**src/design/modctl_pkg.sv**
```systemverilog
// modulator control package: register map, field layout, reset values
// assumes a serial write word of 5-bit address plus 24-bit data
package modctl_pkg;
   localparam int unsigned DATA_W = 24;
   localparam int unsigned ADDR_W = 5;
   localparam logic [4:0] ADDR_INT = 5'h03;
   localparam logic [4:0] ADDR_FRAC = 5'h04;
   localparam logic [4:0] ADDR_MODCFG = 5'h06;
   localparam logic [4:0] ADDR_AUX1A = 5'h1a;
   localparam logic [23:0] MODCFG_RST = 24'h030f0a;
   localparam logic [23:0] INT_RST = 24'h000019;
   localparam logic [23:0] FRAC_RST = 24'h000000;
   localparam logic [23:0] AUX1A_RST = 24'h000000;
   localparam int unsigned ORDER_LSB = 2;
   localparam int unsigned SYNC_BIT = 4;
   localparam int unsigned EXACT_BIT = 5;
   localparam int unsigned BYPASS_BIT = 7;
   localparam int unsigned SEED_BIT = 8;
   localparam int unsigned CORE_BIT = 11;
   localparam int unsigned FRAC_W = 24;
   localparam logic [1:0] ORDER_RESERVED = 2'h3;

   typedef enum logic [2:0] {
      LD_IDLE = 3'b001,
      LD_WAIT = 3'b010,
      LD_XFER = 3'b100
   } load_state_t;

   typedef enum logic [1:0] {
      ORD_FIRST = 2'h0,
      ORD_SECOND = 2'h1,
      ORD_THIRD = 2'h2,
      ORD_RSVD = 2'h3
   } order_t;

   function automatic logic is_retimed(input logic [4:0] a);
      return (a == ADDR_INT) || (a == ADDR_FRAC) || (a == ADDR_AUX1A);
   endfunction
endpackage

```
**src/design/modulator_control.sv**
```systemverilog
// modulator control register bank with optional synchronous loading
// assumes latch strobe, address and shifter data arrive from the serial
// port asynchronously; the phase detector clock is a sampled pin
`timescale 1ns/1ps
`default_nettype none
module modulator_control
   import modctl_pkg::*;
(
   input wire logic ref_clk_i,
   input wire logic sys_rst_i,
   input wire logic serial_latch_enable_i,
   input wire logic [4:0] wr_addr_i,
   input wire logic [23:0] wr_data_i,
   input wire logic phase_detector_clock_i,
   input wire logic [4:0] rd_addr_i,
   output logic [23:0] rd_data_o,
   output logic [23:0] modcfg_o,
   output logic [18:0] int_setting_o,
   output logic [23:0] frac_setting_o,
   output logic [23:0] aux1a_o,
   output logic [1:0] order_o,
   output logic order_valid_o,
   output logic exact_freq_en_o,
   output logic mod_to_divider_o,
   output logic mod_clock_en_o,
   output logic core_en_o,
   output logic seed_load_o,
   output logic freq_update_o,
   output logic sync_busy_o
);
   logic latch_s, latch_rise, pd_s, pd_rise;
   logic [4:0] addr_s1_q, addr_s2_q;
   logic [23:0] data_s1_q, data_s2_q;
   logic [23:0] modcfg_q, int_q, frac_q, aux1a_q;
   logic [4:0] hold_addr_q;
   logic [23:0] hold_data_q;
   load_state_t ld_q;
   logic commit_now, commit_held;
   logic [4:0] c_addr;
   logic [23:0] c_data;

   sync2 u_sync_latch (
      .ref_clk_i(ref_clk_i),
      .sys_rst_i(sys_rst_i),
      .d_i(serial_latch_enable_i),
      .q_o(latch_s)
   );
   pd_edge u_latch_edge (
      .ref_clk_i(ref_clk_i),
      .sys_rst_i(sys_rst_i),
      .level_i(latch_s),
      .rise_o(latch_rise)
   );
   sync2 u_sync_pd (
      .ref_clk_i(ref_clk_i),
      .sys_rst_i(sys_rst_i),
      .d_i(phase_detector_clock_i),
      .q_o(pd_s)
   );
   pd_edge u_pd_edge (
      .ref_clk_i(ref_clk_i),
      .sys_rst_i(sys_rst_i),
      .level_i(pd_s),
      .rise_o(pd_rise)
   );

   // bus words are quasi-static around the latch edge; two flops keep
   // them aligned with the synchronised strobe
   always_ff @(posedge ref_clk_i) begin
      if (sys_rst_i) begin
         addr_s1_q <= 5'h00;
         addr_s2_q <= 5'h00;
         data_s1_q <= 24'h000000;
         data_s2_q <= 24'h000000;
      end else begin
         addr_s1_q <= wr_addr_i;
         addr_s2_q <= addr_s1_q;
         data_s1_q <= wr_data_i;
         data_s2_q <= data_s1_q;
      end
   end

   // direct load when sync bit clear or address not retimed
   always_comb begin
      commit_now = latch_rise &&
         (!modcfg_q[SYNC_BIT] || !is_retimed(addr_s2_q));
      commit_held = (ld_q == LD_XFER);
      if (commit_held) begin
         c_addr = hold_addr_q;
         c_data = hold_data_q;
      end else begin
         c_addr = addr_s2_q;
         c_data = data_s2_q;
      end
   end

   // retiming: capture at latch, transfer on next detector clock edge.
   // host keeps the shifter still two detector periods
   always_ff @(posedge ref_clk_i) begin
      if (sys_rst_i) begin
         ld_q <= LD_IDLE;
         hold_addr_q <= 5'h00;
         hold_data_q <= 24'h000000;
      end else begin
         case (ld_q)
            LD_IDLE: begin
               if (latch_rise && modcfg_q[SYNC_BIT] &&
                   is_retimed(addr_s2_q)) begin
                  hold_addr_q <= addr_s2_q;
                  hold_data_q <= data_s2_q;
                  ld_q <= LD_WAIT;
               end
            end
            LD_WAIT: begin
               if (pd_rise) begin
                  ld_q <= LD_XFER;
               end
            end
            LD_XFER: begin
               ld_q <= LD_IDLE;
            end
            default: begin
               ld_q <= LD_IDLE;
            end
         endcase
      end
   end

   // register file; all bits stored as written, reserved included
   always_ff @(posedge ref_clk_i) begin
      if (sys_rst_i) begin
         modcfg_q <= MODCFG_RST;
         int_q <= INT_RST;
         frac_q <= FRAC_RST;
         aux1a_q <= AUX1A_RST;
      end else if (commit_now || commit_held) begin
         case (c_addr)
            ADDR_MODCFG: modcfg_q <= c_data;
            ADDR_INT: int_q <= c_data;
            ADDR_FRAC: frac_q <= c_data;
            ADDR_AUX1A: aux1a_q <= c_data;
            default: begin
            end
         endcase
      end
   end

   // seed reload pulse only with auto-seed; else phase carries on
   always_ff @(posedge ref_clk_i) begin
      if (sys_rst_i) begin
         seed_load_o <= 1'b0;
         freq_update_o <= 1'b0;
      end else begin
         seed_load_o <= (commit_now || commit_held) &&
            (c_addr == ADDR_FRAC) && modcfg_q[SEED_BIT];
         freq_update_o <= (commit_now || commit_held) &&
            (c_addr == ADDR_FRAC || c_addr == ADDR_INT);
      end
   end

   // decoded controls
   always_ff @(posedge ref_clk_i) begin
      if (sys_rst_i) begin
         order_o <= ORD_THIRD;
         order_valid_o <= 1'b1;
         exact_freq_en_o <= 1'b0;
         mod_to_divider_o <= 1'b1;
         mod_clock_en_o <= 1'b1;
         core_en_o <= 1'b1;
      end else begin
         order_o <= modcfg_q[ORDER_LSB +: 2];
         order_valid_o <= modcfg_q[ORDER_LSB +: 2] != ORDER_RESERVED;
         exact_freq_en_o <= modcfg_q[EXACT_BIT];
         // divider sees modulator only when not bypassed and core on
         mod_to_divider_o <= !modcfg_q[BYPASS_BIT] &&
            modcfg_q[CORE_BIT];
         // clocking follows core enable, independent of bypass
         mod_clock_en_o <= modcfg_q[CORE_BIT];
         core_en_o <= modcfg_q[CORE_BIT];
      end
   end

   // register images and readback
   always_ff @(posedge ref_clk_i) begin
      if (sys_rst_i) begin
         rd_data_o <= 24'h000000;
         modcfg_o <= MODCFG_RST;
         int_setting_o <= INT_RST[18:0];
         frac_setting_o <= FRAC_RST;
         aux1a_o <= AUX1A_RST;
         sync_busy_o <= 1'b0;
      end else begin
         modcfg_o <= modcfg_q;
         int_setting_o <= int_q[18:0];
         frac_setting_o <= frac_q;
         aux1a_o <= aux1a_q;
         sync_busy_o <= (ld_q != LD_IDLE);
         case (rd_addr_i)
            ADDR_MODCFG: rd_data_o <= modcfg_q;
            ADDR_INT: rd_data_o <= {5'h00, int_q[18:0]};
            ADDR_FRAC: rd_data_o <= frac_q;
            ADDR_AUX1A: rd_data_o <= aux1a_q;
            default: rd_data_o <= 24'h000000;
         endcase
      end
   end
endmodule
`default_nettype wire

```
**src/design/sync2.sv**
```systemverilog
// two-flop level synchroniser
// assumes d_i comes from outside the ref_clk_i domain
`timescale 1ns/1ps
`default_nettype none
module sync2 (
   input wire logic ref_clk_i,
   input wire logic sys_rst_i,
   input wire logic d_i,
   output logic q_o
);
   logic meta_q;
   always_ff @(posedge ref_clk_i) begin
      if (sys_rst_i) begin
         meta_q <= 1'b0;
         q_o <= 1'b0;
      end else begin
         meta_q <= d_i;
         q_o <= meta_q;
      end
   end
endmodule
`default_nettype wire

```
**src/design/pd_edge.sv**
```systemverilog
// rising-edge detector on an already synchronised level
// assumes input is in the ref_clk_i domain
`timescale 1ns/1ps
`default_nettype none
module pd_edge (
   input wire logic ref_clk_i,
   input wire logic sys_rst_i,
   input wire logic level_i,
   output logic rise_o
);
   logic last_q;
   always_ff @(posedge ref_clk_i) begin
      if (sys_rst_i) begin
         last_q <= 1'b0;
      end else begin
         last_q <= level_i;
      end
   end
   assign rise_o = level_i & ~last_q;
endmodule
`default_nettype wire

```
**config.mk**
```make
export PLATFORM = sky130hd
export DESIGN_NAME = modulator_control
export DESIGN_NICKNAME = d
export VERILOG_FILES = /design/src/design/modctl_pkg.sv /design/src/design/modulator_control.sv /design/src/design/sync2.sv /design/src/design/pd_edge.sv
export SDC_FILE = /design/constraint.sdc
export NUM_CORES = 1
export LEC_CHECK = 0
export BUFFER_PORTS_ARGS = -buffer_cell sky130_fd_sc_hd__buf_2
export CAP_MARGIN = 20
export CORE_MARGIN = 2
export CORE_UTILIZATION = 50
export DETAILED_ROUTE_END_ITERATION = 10
export MAX_ROUTING_LAYER = met4
export PLACE_DENSITY = 0.73
export SYNTH_ARGS = -nofsm -noshare
export SYNTH_HDL_FRONTEND = slang
export SYNTH_SLANG_ARGS = --single-unit
```
**constraint.sdc**
```tcl
create_clock -name ref_clk_i -period 2.05 [get_ports ref_clk_i]
set_clock_uncertainty 0.2 [all_clocks]
set_input_delay 0.205 -clock ref_clk_i [delete_from_list [all_inputs] [get_ports ref_clk_i]]
set_output_delay 0.205 -clock ref_clk_i [all_outputs]
set_load 0.02 [all_outputs]
```
==> results_dict.tcl <==
set metrics [dict create \
    outcome "finished, violations left" \
    violations "negative setup slack" \
    avgSynthCellArea_sq_um 11.0 \
    ys_seq_area_share_pct 58.7 \
    routed_via_density 5.08 \
    startpoint_type "register" \
    cts_tree "built" \
    ant_nets 0 \
    drv_cap 0 \
    port_buffers 162 \
    worst_hold_slack_ns 0.0320 \
    final_common_cell "dfxtp_1" \
    num_rows 52 \
    die_area_sq_um 22100 \
    finalHoldViolCount 0 \
    instances_no_fill 1493 \
    tightest_slew_ns 0.591 \
    slew_headroom_pct 60.6 \
    remaining_drc_errors 0 \
    synth_xor_area_share_pct 0 \
    place_congestion 0.872 \
    initial_utilization_pct 51.4 \
    max_freq_mhz 443 \
    clockBufferDepth 3 \
    synth_area_leader_cell "dfxtp_1" \
    final_util_pct 69.5 \
    path_clk_slew_ns 0.06 \
    dp_cells 1380 \
    area_growth_pct 35.2 \
    drv_slew 0 \
    syn_nets 993 \
    insertion_delay_ns 0.54 \
    synthSimpleGateAreaFrac_pct 17.5 \
    synth_top_area_share_pct 58.7 \
    ir_worst_vdd_mv 0.588 \
    fp.dieH_um 149 \
    gr-total-overflow 0 \
    grt_start_max_net_pins 69 \
    grtUsageTotal_pct 21.7 \
    dr.pass1.iters 4 \
    cts.htree.levels 1 \
    final_area_sq_um 14100 \
    drive_above_1_share_pct 36.3 \
    synthCells 955 \
    critPathArrivalTime_ns 2.48 \
    cts_buffers 30 \
    nNetsFinal 1238 \
    hp-class "input port to register" \
    pin_count 163 \
    routedWlPerCell_um 17.0 \
    synth_top_family_by_area "simple AND/OR/NAND/NOR gates" \
    period_share_pct 110 \
    synthFlopType "dfxtp_1" \
    synthMuxAreaShare_pct 14.7 \
    synth-edff-count 0 \
    setup_ws_ns -0.206 \
    core_area_sq_um 20400 \
    post-dp-hpwl_mm 15.3 \
    yosysWarnings 0 \
    synth-compound-area-share_pct 5.37 \
    grt_antenna_before_repair 0 \
    synth_adder_area_share_pct 0 \
    pwr_density_cell_nw_per_um2 878 \
    path_max_fanout 13 \
    static-leakage-power_uw 0.00593 \
    rsz0062_at_grt "true" \
    grt_pass1_vias 7029 \
    crit_type "register to register" \
    synthArstFlopShare_pct 0 \
    setup_viol 90 \
    place_area_sq_um 12000 \
    cts-root-buf "clkbuf_16" \
    end_kind "register" \
    chipWidth_um 149 \
    fillers 1423 \
    drtIter0Drc 388 \
    antennaDiodeCount 0 \
    grt_pass1_wl_mm 37.3 \
    required_ns 2.28 \
    wl_mm 25.3 \
    min_period_ns 2.26 \
    cts_num_sinks 307 \
    via_count 7580 \
    synth.distinct_cells 47 \
    synth_area_sq_um 10500 \
    synthTopCellsByArea "dfxtp_1 (59%), mux2_2 (8.7%), nor2b_1 (8.7%)" \
    ys_seq_elements 307 \
    final_cell_mix "dfxtp_1 (298), buf_2 (161), nor2b_1 (145), nand2_1 (97), buf_4 (55)" \
]
[per-stage QoR]
stage	setup slack, ns	power (uW)	TNS [ns]
after detailed placement	-0.192	6510	-7.10
after global routing	-0.286	12800	-16.26
after floorplan	-0.0664	6370	-1.78
after CTS	-0.208	12500	-7.57
final	-0.206	12400	-9.07
after global placement	-0.178	6510	-5.55
[cell usage after synthesis (2+ instances only)]
library cell / n
buf_6: 6
dfxtp_1: 307
inv_1: 17
nor3b_1: 2
nand2b_1: 2
buf_4: 8
buf_1: 4
mux2_1: 17
nand4_1: 2
nor2b_1: 145
clkbuf_1: 40
buf_2: 6
o21ai_0: 4
nor2_1: 38
a22oi_1: 24
mux2_2: 81
nor3_1: 27
or4_1: 2
nand3b_1: 2
nor4bb_1: 2
a211oi_1: 5
nand2_1: 99
mux2i_1: 43
a21oi_1: 39
nand4b_1: 3
and2_1: 9
[worst paths after layout]
| kind | depth (start not counted) | startpoint | end | slack (ns) |
|---|---|---|---|---|
| max reg2reg | 5 | addr_s2_q[2] | frac_q[0] | -0.21 |
| min reg2reg | 1 | modcfg_q[3] | order_valid_o | 0.21 |
| max | 5 | addr_s2_q[2] | frac_q[0] | -0.21 |
| min | 5 | rd_addr_i[0] | rd_data_o[3] | 0.03 |
[sequential cells by signal, indices dropped and copies added, names as in the netlist, 3 cells and up]
| register | cells |
|---|---|
| data_s1_q | 24 |
| hold_data_q | 24 |
| addr_s2_q | 5 |
| addr_s1_q | 5 |
| frac_q | 24 |
| aux1a_o | 24 |
| modcfg_q | 24 |
| modcfg_o | 23 |
| rd_data_o | 24 |
| hold_addr_q | 5 |
| aux1a_q | 24 |
| int_setting_o | 19 |
| frac_setting_o | 24 |
| ld_q | 3 |
| int_q | 19 |
| data_s2_q | 24 |
[routing by layer]
layer / up-vias / track usage (%) / share of wire, %
met5: - / - / 0
met3: 48 / 2.88 / 6.2
met2: 253 / 34.3 / 46
met4: 0 / 5.14 / 2.2
li1: 3668 / - / -
met1: 3611 / 29.9 / 45
[timing repair]
| item | CTS | global route |
|---|---|---|
| setup buffers | 5 | 12 |
| resized for setup | 27 | 79 |
| hold buffers | 34 | 0 |
| endpoints found under the setup margin | 86 | 119 |
| hold endpoints to repair | 49 | 0 |
| pin swaps | 9 | 24 |
| cloned | 2 | 7 |
[power breakdown]
group          total (uW)  internal [uW]  switching (uW)
Combinational         411            194             217
Sequential           6050           6020            23.0
Clock                5970           3750            2220
[worst max-delay path: stages, from the launching register on]
cell and delay, ns:
dfxtp_2 0.34, or3b_4 0.39, a2111oi_4 0.38, o22a_2 0.28, clkbuf_16 0.22, mux2_2 0.34
[final cells by class]
cell class,instances,area [sq um],area share [%]
clock inverters,11,190,1.34
well taps,270,338,2.39
repair buffers,276,2050,14.5
flip-flops and latches,307,6160,43.5
clock buffers,44,925,6.54
multi-input cells,568,4420,31.2
inverters,17,63.8,0.451
[logic make-up after synthesis]
| group | Yosys count |
|---|---|
| AO/OA/AOI/OAI | 84 |
| buffers and inverters | 81 |
| flip-flops | 307 |
| multiplexers | 141 |
| AND/OR/NAND/NOR | 342 |
Power figures use the tool's default switching activity.
